==> config.mk <==
export PLATFORM = sky130hd
export DESIGN_NAME = cpsr_responder
export DESIGN_NICKNAME = d
export VERILOG_FILES = /design/src/cpsr_pkg.sv /design/src/cpsr_mode_table.sv /design/src/cpsr_responder.sv
export SDC_FILE = /design/constraint.sdc
export NUM_CORES = 1
export LEC_CHECK = 0
export BUFFER_PORTS_ARGS = -buffer_cell sky130_fd_sc_hd__buf_2
export CORE_UTILIZATION = 42
export CTS_CLUSTER_SIZE = 24
export DETAILED_ROUTE_END_ITERATION = 10
export PLACE_DENSITY = 0.81
export SLEW_MARGIN = 20
export SYNTH_ARGS = -nofsm -noshare
export SYNTH_HDL_FRONTEND = slang
export SYNTH_SLANG_ARGS = --single-unit
==> constraint.sdc <==
create_clock -name i_clock -period 1.7 [get_ports i_clock]
set_input_delay 0.17 -clock i_clock [delete_from_list [all_inputs] [get_ports i_clock]]
set_output_delay 0.17 -clock i_clock [all_outputs]
set_load 0.005 [all_outputs]
==> src/cpsr_pkg.sv <==
// constants and types for the cable plug status responder
// assumes a protocol layer outside that frames, checks and retries messages
//
// Behaviour
// - discover modes reply echoes the sixteen-bit svid named in the request
// - discover modes reply header declares four data objects: vdm header plus three modes
// - every get_status addressed to the plug while it is idle is answered with a status message
// - status sent for sop' or sop'' reports the plug's own condition
// - status is extended, data size two bytes, two-byte status block
// - byte zero is temperature: 0 unsupported, 1 below two, else degrees
// - byte one bit zero is thermal shutdown, bits one to seven zero
// - every svid is a sixteen-bit unsigned identifier
package cpsr_pkg;
    typedef enum logic [1:0]
    {
        CPSR_SOP = 2'b00,
        CPSR_SOP_PRIME = 2'b01,
        CPSR_SOP_DPRIME = 2'b10
    } cpsr_sop_t;

    typedef enum logic [1:0]
    {
        CPSR_REQ_NONE = 2'b00,
        CPSR_REQ_DISC_MODES = 2'b01,
        CPSR_REQ_GET_STATUS = 2'b10
    } cpsr_req_t;

    typedef enum logic [1:0]
    {
        CPSR_RSP_NONE = 2'b00,
        CPSR_RSP_MODES = 2'b01,
        CPSR_RSP_STATUS = 2'b10
    } cpsr_rsp_t;

    localparam logic [2:0] CPSR_MODES_OBJ_COUNT = 3'h4;
    localparam logic [4:0] CPSR_STATUS_DATA_SIZE = 5'h02;
    localparam logic [7:0] CPSR_TEMP_UNSUPPORTED = 8'h00;
    localparam logic [7:0] CPSR_TEMP_BELOW_TWO = 8'h01;
    localparam logic [7:0] CPSR_TEMP_MIN_DEGREES = 8'h02;
    localparam int CPSR_SVID_WIDTH = 16;
    localparam int CPSR_MODE_COUNT = 3;
endpackage : cpsr_pkg

==> src/cpsr_mode_table.sv <==
// small table of mode objects, one row per supported svid
// assumes the table contents are fixed at build time; read data is registered
`timescale 1ns/10ps
module cpsr_mode_table
#(
    parameter int ENTRIES = 2,
    parameter logic [ENTRIES*16-1:0] SVIDS = {16'h0000, 16'h0000},
    parameter logic [ENTRIES*96-1:0] MODES = '0
)
(
    input wire logic i_clock,
    input wire logic i_reset,
    input wire logic [15:0] i_svid,
    output logic o_hit,
    output logic [95:0] o_modes
);
    import cpsr_pkg::*;

    typedef struct packed
    {
        logic hit;
        logic [95:0] modes;
    } cpsr_tab_state_t;

    cpsr_tab_state_t state;
    cpsr_tab_state_t next_state;
    logic [ENTRIES-1:0] match;

    if (ENTRIES < 1)
    begin : g_entries_check
        $error("mode table needs at least one entry");
    end

    genvar g;
    generate
        for (g = 0; g < ENTRIES; g++)
        begin : g_match
            assign match[g] = (SVIDS[g*16 +: 16] == i_svid) && (i_svid != 16'h0000);
        end
    endgenerate

    always_comb
    begin
        next_state = '0;
        for (int k = 0; k < ENTRIES; k++)
        begin
            if (match[k] && !next_state.hit)
            begin
                next_state.hit = 1'b1;
                next_state.modes = MODES[k*96 +: 96];
            end
        end
    end

    always_ff @(posedge i_clock)
    begin
        if (i_reset)
            state <= '0;
        else
            state <= next_state;
    end

    assign o_hit = state.hit;
    assign o_modes = state.modes;
endmodule : cpsr_mode_table

==> src/cpsr_responder.sv <==
// request decoder and reply builder for the cable plug
// assumes the protocol layer delivers one decoded request pulse at a time
`timescale 1ns/10ps
module cpsr_responder
#(
    parameter int ENTRIES = 2,
    // arbitrary svids; real ones are set per cable at build time
    parameter logic [ENTRIES*16-1:0] SVIDS = {16'h3c4d, 16'h1a2b},
    parameter logic [ENTRIES*96-1:0] MODES = '0
)
(
    input wire logic i_clock,
    input wire logic i_reset,
    input wire logic i_req_valid,
    input wire cpsr_pkg::cpsr_req_t i_req_kind,
    input wire cpsr_pkg::cpsr_sop_t i_req_sop,
    input wire logic [15:0] i_req_svid,
    input wire logic [7:0] i_temp,
    input wire logic i_thermal_shutdown,
    input wire logic i_rsp_ready,
    output logic o_rsp_valid,
    output cpsr_pkg::cpsr_rsp_t o_rsp_kind,
    output cpsr_pkg::cpsr_sop_t o_rsp_sop,
    output logic [2:0] o_rsp_obj_count,
    output logic [4:0] o_rsp_data_size,
    output logic [15:0] o_rsp_svid,
    output logic o_rsp_nak,
    output logic [95:0] o_rsp_modes,
    output logic [15:0] o_rsp_status
);
    import cpsr_pkg::*;

    typedef enum logic [1:0]
    {
        CPSR_IDLE = 2'b00,
        CPSR_LOOKUP = 2'b01,
        CPSR_SEND = 2'b10
    } cpsr_state_t;

    typedef struct packed
    {
        cpsr_state_t fsm;
        logic valid;
        cpsr_rsp_t kind;
        cpsr_sop_t sop;
        logic [2:0] obj_count;
        logic [4:0] data_size;
        logic [15:0] svid;
        logic nak;
        logic [95:0] modes;
        logic [15:0] status;
    } cpsr_core_t;

    cpsr_core_t state;
    cpsr_core_t next_state;
    logic tab_hit;
    logic [95:0] tab_modes;
    logic cable_req;
    logic [7:0] temp_code;

    // the reply layout is fixed at sixteen-bit svids and three mode words
    if (CPSR_SVID_WIDTH != 16 || CPSR_MODE_COUNT != 3)
    begin : g_layout_check
        $error("svid or mode count layout unsupported");
    end

    if (ENTRIES < 1)
    begin : g_entries_check
        $error("mode table needs at least one entry");
    end

    cpsr_mode_table #(
        .ENTRIES(ENTRIES),
        .SVIDS(SVIDS),
        .MODES(MODES)
    ) u_table (
        .i_clock(i_clock),
        .i_reset(i_reset),
        // looked up at the taking edge so the registered answer is ready in lookup
        .i_svid(i_req_svid),
        .o_hit(tab_hit),
        .o_modes(tab_modes)
    );

    // requests on plain sop belong to the port partner, not to this plug
    assign cable_req = (i_req_sop == CPSR_SOP_PRIME) || (i_req_sop == CPSR_SOP_DPRIME);

    // sensor may report 0 or 1 raw; 0 stays unsupported, 1 reads as below two, two and up pass as degrees
    assign temp_code = (i_temp == CPSR_TEMP_UNSUPPORTED) ? CPSR_TEMP_UNSUPPORTED
        : (i_temp < CPSR_TEMP_MIN_DEGREES) ? CPSR_TEMP_BELOW_TWO : i_temp;

    always_comb
    begin
        next_state = state;
        case (state.fsm)
            CPSR_IDLE:
            begin
                if (i_req_valid && cable_req)
                begin
                    // kind none latches nothing, so a refused request leaves no trace
                    if (i_req_kind == CPSR_REQ_DISC_MODES)
                    begin
                        next_state.fsm = CPSR_LOOKUP;
                        next_state.sop = i_req_sop;
                        next_state.svid = i_req_svid;
                    end
                    else if (i_req_kind == CPSR_REQ_GET_STATUS)
                    begin
                        next_state.fsm = CPSR_SEND;
                        next_state.sop = i_req_sop;
                        next_state.svid = i_req_svid;
                        next_state.valid = 1'b1;
                        next_state.kind = CPSR_RSP_STATUS;
                        next_state.obj_count = 3'h0;
                        next_state.data_size = CPSR_STATUS_DATA_SIZE;
                        next_state.nak = 1'b0;
                        next_state.modes = '0;
                        // plug's own sensor, never a partner's status
                        next_state.status = {7'h00, i_thermal_shutdown, temp_code};
                    end
                end
            end
            CPSR_LOOKUP:
            begin
                // table registered its answer at the taking edge
                next_state.fsm = CPSR_SEND;
                next_state.valid = 1'b1;
                next_state.kind = CPSR_RSP_MODES;
                next_state.obj_count = CPSR_MODES_OBJ_COUNT;
                next_state.data_size = 5'h00;
                next_state.nak = !tab_hit;
                next_state.modes = tab_modes;
                next_state.status = 16'h0000;
            end
            CPSR_SEND:
            begin
                if (i_rsp_ready)
                begin
                    next_state.fsm = CPSR_IDLE;
                    next_state.valid = 1'b0;
                end
            end
            default:
                next_state.fsm = CPSR_IDLE;
        endcase
    end

    always_ff @(posedge i_clock)
    begin
        if (i_reset)
            state <= '0;
        else
            state <= next_state;
    end

    assign o_rsp_valid = state.valid;
    assign o_rsp_kind = state.kind;
    assign o_rsp_sop = state.sop;
    assign o_rsp_obj_count = state.obj_count;
    assign o_rsp_data_size = state.data_size;
    assign o_rsp_svid = state.svid;
    assign o_rsp_nak = state.nak;
    assign o_rsp_modes = state.modes;
    assign o_rsp_status = state.status;

    chk_status_answered: assert property (@(posedge i_clock) disable iff (i_reset)
        (state.fsm == CPSR_IDLE && i_req_valid && cable_req && i_req_kind == CPSR_REQ_GET_STATUS)
        |=> o_rsp_valid && o_rsp_kind == CPSR_RSP_STATUS)
        else $error("get_status not answered");

    chk_status_size: assert property (@(posedge i_clock) disable iff (i_reset)
        o_rsp_valid && o_rsp_kind == CPSR_RSP_STATUS |-> o_rsp_data_size == 5'h02)
        else $error("status data size wrong");

    chk_status_objects: assert property (@(posedge i_clock) disable iff (i_reset)
        o_rsp_valid && o_rsp_kind == CPSR_RSP_STATUS |-> o_rsp_obj_count == 3'h0)
        else $error("status reply declares data objects");

    chk_flags_reserved: assert property (@(posedge i_clock) disable iff (i_reset)
        o_rsp_valid && o_rsp_kind == CPSR_RSP_STATUS |-> o_rsp_status[15:9] == 7'h00)
        else $error("status reserved flags set");

    chk_temp_value: assert property (@(posedge i_clock) disable iff (i_reset)
        (state.fsm == CPSR_IDLE && i_req_valid && cable_req && i_req_kind == CPSR_REQ_GET_STATUS)
        |=> o_rsp_status[7:0] == (($past(i_temp) == 8'h01) ? 8'h01 : $past(i_temp))
            && o_rsp_status[8] == $past(i_thermal_shutdown))
        else $error("status temperature or shutdown wrong");

    chk_mode_count: assert property (@(posedge i_clock) disable iff (i_reset)
        (state.fsm == CPSR_IDLE && i_req_valid && cable_req && i_req_kind == CPSR_REQ_DISC_MODES)
        |=> ##1 o_rsp_valid && o_rsp_kind == CPSR_RSP_MODES && o_rsp_obj_count == 3'h4)
        else $error("discover modes reply missing or wrong count");

    chk_svid_echo: assert property (@(posedge i_clock) disable iff (i_reset)
        (state.fsm == CPSR_IDLE && i_req_valid && cable_req && i_req_kind == CPSR_REQ_DISC_MODES)
        |=> ##1 o_rsp_svid == $past(i_req_svid, 2))
        else $error("svid not echoed");

    chk_same_sop: assert property (@(posedge i_clock) disable iff (i_reset)
        (state.fsm == CPSR_IDLE && i_req_valid && cable_req && i_req_kind != CPSR_REQ_NONE)
        |=> o_rsp_sop == $past(i_req_sop))
        else $error("reply on wrong packet type");

    chk_sop_ignored: assert property (@(posedge i_clock) disable iff (i_reset)
        (state.fsm == CPSR_IDLE && i_req_valid && i_req_sop == CPSR_SOP) |=> !o_rsp_valid)
        else $error("answered a request for the port partner");

    chk_plug_only: assert property (@(posedge i_clock) disable iff (i_reset)
        o_rsp_valid |-> o_rsp_sop != CPSR_SOP)
        else $error("reply on plain sop");

    chk_kind_none: assert property (@(posedge i_clock) disable iff (i_reset)
        (state.fsm == CPSR_IDLE && i_req_valid && i_req_kind == CPSR_REQ_NONE)
        |=> !o_rsp_valid && $stable(o_rsp_sop) && $stable(o_rsp_svid))
        else $error("request of kind none left a trace");

    chk_hold_reply: assert property (@(posedge i_clock) disable iff (i_reset)
        o_rsp_valid && !i_rsp_ready |=> o_rsp_valid && $stable(o_rsp_status))
        else $error("reply dropped before ready");

    chk_reply_taken: assert property (@(posedge i_clock) disable iff (i_reset)
        o_rsp_valid && i_rsp_ready |=> !o_rsp_valid)
        else $error("reply still shown after it was taken");

    chk_reset_quiet: assert property (@(posedge i_clock)
        i_reset |=> !o_rsp_valid && o_rsp_status == 16'h0000 && o_rsp_modes == '0)
        else $error("reply outputs not cleared by reset");

    cov_status: cover property (@(posedge i_clock) o_rsp_valid && o_rsp_kind == CPSR_RSP_STATUS);
    cov_modes_hit: cover property (@(posedge i_clock) o_rsp_valid && !o_rsp_nak
        && o_rsp_kind == CPSR_RSP_MODES);
    cov_modes_nak: cover property (@(posedge i_clock) o_rsp_valid && o_rsp_nak);
    cov_shutdown: cover property (@(posedge i_clock) o_rsp_valid && o_rsp_status[8]);
    cov_stalled: cover property (@(posedge i_clock) o_rsp_valid && !i_rsp_ready ##1 o_rsp_valid);
endmodule : cpsr_responder

; ---- Yosys cells after proc, flatten, opt, wreduce, memory -nomap -nowiden
; Index checks and enable logic that the tools add are counted.
[totals]
register_bits = 241
out_inout_bits = 142
[classes]
order_cmp = 1
eq_ne = 13
mux = 18
n_reduce_logical = 18
[ops]
columns = cell, n
row1 = $mux W144, 2
row2 = $pmux W113 S2, 1
row3 = $mux W97, 2
row4 = $mux W113, 1
row5 = $mux W8, 3
row6 = $eq A13 B16 Y1 const A, 1
row7 = $eq A14 B16 Y1 const A, 1
row8 = $mux W16, 1
row9 = $pmux W8 S2, 1
row10 = $reduce_bool A16 Y1, 1
row11 = $logic_not A8 Y1, 1
row12 = $lt A8 B2 Y1 const B, 1
row13 = $ne A2 B2 Y1 const B, 4
row14 = $eq A2 B1 Y1 const B, 3
row15 = $eq A2 B2 Y1 const B, 3
row16 = $mux W3, 2
row17 = $pmux W2 S3, 1
row18 = $reduce_and A3 Y1, 2
row19 = $reduce_and A5 Y1, 1
row20 = $logic_and A1 B1 Y1, 4
row21 = $mux W2, 2
row22 = $pmux W2 S2, 1
row23 = $reduce_and A4 Y1, 1
row24 = $reduce_bool A2 Y1, 2
row25 = 7 further kinds, 8

; ---- Logic depth before layout (Yosys ltp)
[logic_depth]
word_depth = 7
ltp_mapped = 8

; ---- Cells and area by module
; From an unflattened synthesis, not the netlist that was laid out.
[unflattened]
cells_unflattened = 733
area_unflattened_um2 = 6414.9
[modules_own_cells]
columns = module, n_inst, cells_per_inst, area_each_um2, seq_area_each_um2
row1 = cpsr_responder, 1, 626, 5597.9, 2582.5
row2 = cpsr_mode_table, 1, 107, 817.0, 20.0

; ---- Least setup slack after synthesis
; No wires, ideal clock.
[synth_path]
path_kind = register to register
start = reg state[142] in the netlist's numbering
end = reg state (netlist bit o_rsp_valid)
setup_time_ps = 72
arrival_time_ps = 1485
setup_slack_ps = 143
path_stages_with_launch = 7
n_path_buf = 0
path_cell_list = dfxtp_1 > inv_1 > ha_1 > nand4b_1 > or2_2 > a21oi_1 > mux2i_1
[synth_via]
elab_chain_len = 3
word_cells_on_any_way = 10
cone_classes = 6 x eq/ne / 1 x mux / 3 x reduce/logical
[synth_rtl]
columns = item, line
row1 = start: declaration, cpsr_responder.sv:54  ; cpsr_core_t state;
row2 = start signal: assignment, cpsr_responder.sv:153  ; state <= next_state;
row3 = $eq A2 B2 Y1 (tied with other cells), cpsr_responder.sv:95  ; case (state.fsm)
row4 = $ne A2 B2 Y1 (no line) or $reduce_bool A3 Y1 (tied branches), -
row5 = $reduce_and A5 Y1 (no line), -
; Several ways; a longest one is shown, not always the timed one.
; A chain may end at the register's enable or synchronous reset.

; ---- Worst setup path in the final report
[layout_path]
start = reg state[142] in the netlist's numbering
end = reg state (netlist bit o_rsp_status[0])
[layout_via]
elab_chain_len = 3
word_cells_on_any_way = 8
cone_classes = 4 x eq/ne / 1 x mux / 3 x reduce/logical
[layout_rtl]
columns = item, line
row1 = $eq A2 B1 Y1 or $logic_not A2 Y1 (tied branches), cpsr_responder.sv:95
row2 = $reduce_bool A2 Y1 (no line) or $ne A2 B2 Y1 (tied branches), -
row3 = $reduce_and A4 Y1 (no line), -
; Several ways; a longest one is shown, not always the timed one.

==> summary.md <==
| Metric | Value |
|---|---|
| Worst r2r src | `state[142]` |
| Hold Path Sink | `o_rsp_svid[8]` |
| Antenna Cells | `0` |
| Distinct cells, synth | `34` |
| IO buf count | `between 60 and 70` |
| Post-synthesis mux area share | `approximately 3.5%` |
| DRT iter0 DRCs | `55` |
| Yosys top cell area share | `a little over 40%` |
| Sequential fraction of the synthesis area | `between 20% and 30%` |
| CTS HTree Levels | `2` |
| Drc violations | `0` |
| Fin crit share | `roughly 94%` |
| Final wirelength | `4253 µm` |
| Status | `finished, final reports clean` |
| Leading cell types by total area after synthesis | `buf_4 (41%), dfxtp_1 (26%), nand2_1 (6.5%)` |
| Max stage delay on crit path | `0.31 ns` |
| Core Util, Final | `between 40% and 50%` |
| Final Max Tran Viols | `0` |
| Die width | `~81 µm` |
| Row count | `28` |
| Critical-path cell list | `inv_1 -> ha_1 -> nand4b_1 -> nor2_4 -> buf_4 -> mux2i_1 -> o32ai_1` |
| Hold_ws | `~0.13 ns` |
| Final Hold Fails | `0` |
| First-pass GRT wire length | `between 6000 and 7000 µm` |
| Hold Crit Start | `i_req_svid[8]` |
| Nets | `395` |
| Worst r2r path cells | `7` |
| Starting Density | `~44%` |
| Via density per instance | `slightly above 4` |
| # setup viols final | `0` |
| DR WL/cell | `just under 10 µm` |
| Cts hold-fix bufs | `0` |
| Most common cell after layout, fill and taps aside | `conb_1` |
| Clock-pin slew on the worst setup and hold paths | `0.07 ns` |
| Worst min path class | `in -> reg` |
| Worst-Skew Late Latency | `0.28 ns` |
| Remaining antenna violation count after routing | `0` |
| Max Cap Viol | `0` |
| Detail Placement HPWL | `around 3400 µm` |
| EDFF count, synth | `0` |
| Post-synth top flop | `dfxtp_1` |
| CP startpoint kind | `flop` |
| Die footprint | `approximately 6500 µm²` |
| Largest family of logic cells by synthesized area | `buffers and inverters` |
| RSZ-0062 raised after global routing | `false` |
| CP Capture Type | `flop` |
| WHS Path Cells | `3` |
| Synth Area in Compound Gates | `about a tenth` |
| Xor/xnor share of the synthesized area | `1.063%` |
| Mapped Area | `~2600 µm²` |
| Fmax | `between 600 and 700 MHz` |
| Pre-antenna DRT Iters | `4` |
| Reg-to-Reg End | `o_rsp_status[0]` |
| Largest net degree at the start of global routing | `18` |
| Async SR Flop Fraction | `0%` |
| Static leakage | `0.001271 µW` |
| Buffer depth of the longest clock path | `2` |
| Number of synthesis warnings | `0` |
| Worst EP required | `around 1.9 ns` |
| CTS tree | `built` |
| Synth Instances | `314` |
| Commonest cells after routing, fill and taps aside | `conb_1 (109), buf_2 (65), nand2_1 (45), dfxtp_1 (34), a21oi_1 (21)` |
| Total CTS buffers | `5` |
| I/O pins | `175` |
| Worst Skew | `roughly 0.0051 ns` |
| Routed vias | `1771` |
| DIE HEIGHT | `80.53 µm` |
| IR drop worst, VDD | `0.2548 mV` |
| Critical Path Slowest Stage Cell | `dfxtp_1` |
| Gr usage total | `between 10% and 20%` |
| Total gr overflow | `0` |
| Antenna violations before repair | `0` |
| Flop-to-flop setup slack | `around 0.10 ns` |
| Flop and latch count out of synthesis | `34` |
| Root Buffer | `clkbuf_8` |
| Vias in the first global route | `approximately 1400` |
| Placer congestion estimate | `about 0.85` |
| Post-synthesis simple-gate area fraction | `11.93%` |
| Total negative slack | `0 ns` |
| Crit path arrival time | `roughly 1.8 ns` |
| Synthesized area per cell | `~8.2 µm²` |
| Leading area contributor after synthesis | `buf_4` |
| Synthesis-to-finish area growth | `-4.348%` |
| Share of cells above drive strength 1 | `between 20% and 30%` |
| Clock sinks | `34` |
| Critical-path maximum fanout | `4` |
| Core area | `~5900 µm²` |
| Final Critical Period | `approximately 1.6 ns` |
| Adder-Cell Fraction of Synth Area | `about 2.4%` |
| PD cells | `between 700 and 800 nW/µm²` |
| Setup CP Type | `reg -> reg` |
[critical path: cells and delay by family (launching register included)]
| family | cells | cell delay [ns] |
|---|---|---|
| buffers and inverters | 2 | 0.25 |
| AO/OA/AOI/OAI | 1 | 0.09 |
| adder cells (fa/ha/maj) | 1 | 0.20 |
| multiplexers | 1 | 0.19 |
| flip-flops | 1 | 0.31 |
| AND/OR/NAND/NOR | 2 | 0.42 |
[synth_stat cells, drive strengths merged (2+ instances only)]
master	n
nor4b	2
o32ai	9
nand2	45
nand4b	3
o21ai	2
nand3	2
buf	143
dfxtp	34
mux2i	9
inv	15
a21oi	21
ha	5
o211a	2
nor2	3
clkbuf	3
[through the flow]
stage                     setup slack, ns  cells  cell area [µm²]  total power (µW)
after floorplan                    0.1433    422             2995              1449
after CTS                         0.01740    428             2439              1913
final                              0.1036    432             2477              1908
after detailed placement          0.02397    421             2360              1362
after global routing            0.0002427    432             2477              2029
after global placement             0.1162    421             2360              1345
[power by group]
part / total (µW) / leakage, µW / internal [µW] / switching (µW)
logic: 453 / 0.000952 / 184 / 269
registers: 901 / 0.000276 / 861 / 40.0
clock network: 554 / 0.0000438 / 274 / 280
total: 1910 / 0.00127 / 1320 / 589
[logic make-up after synthesis]
group	Yosys count
mux	9
flops	34
buf+inv	162
xor+xnor	1
compound gates	39
simple gates	63
other cells	1
fa+ha+maj	5
[flip-flops by register name, summed over array words and instances (netlist names)]
name             cells
u_table.o_hit        1
o_rsp_kind           1
state                2
o_rsp_svid          16
o_rsp_data_size      1
o_rsp_sop            2
o_rsp_valid          1
o_rsp_nak            1
o_rsp_status         9
[how the worst max path moves through the flow]
stage | startpoint | to | slack [ns]
after floorplan | state[142] | o_rsp_valid | 0.14
after global placement | state[142] | o_rsp_status[7] | 0.12
after detailed placement | state[142] | o_rsp_status[4] | 0.02
after CTS | state[142] | o_rsp_status[4] | 0.02
after global routing | state[142] | o_rsp_status[3] | 0.0002
final | state[142] | o_rsp_status[0] | 0.10
[metal layers]
metal	vias up	global-route usage, %	wire, µm
li1	863	-	-
met1	808	15.21	1676
met2	93	21.02	2204
met3	7	3.068	302
met4	0	5.357	70
met5	-	0	0
[repair_timing]
| action | in CTS | in global routing |
|---|---|---|
| buffers inserted | 0 | 4 |
| gates resized for setup | 0 | 2 |
| endpoints found under the setup margin | 0 | 11 |
[final cells by class]
| cell class | instances | area, µm² |
|---|---|---|
| clock buffers | 5 | 68.82 |
| clock inverters | 2 | 10.01 |
| fillers | 633 | 3443 |
| inverters | 16 | 60.06 |
| multi-input cells | 226 | 1171 |
| flip-flops and latches | 34 | 680.7 |
| well taps | 75 | 93.84 |
| repair buffers | 74 | 392.9 |
No activity file was read; power rests on OpenSTA's default activity.
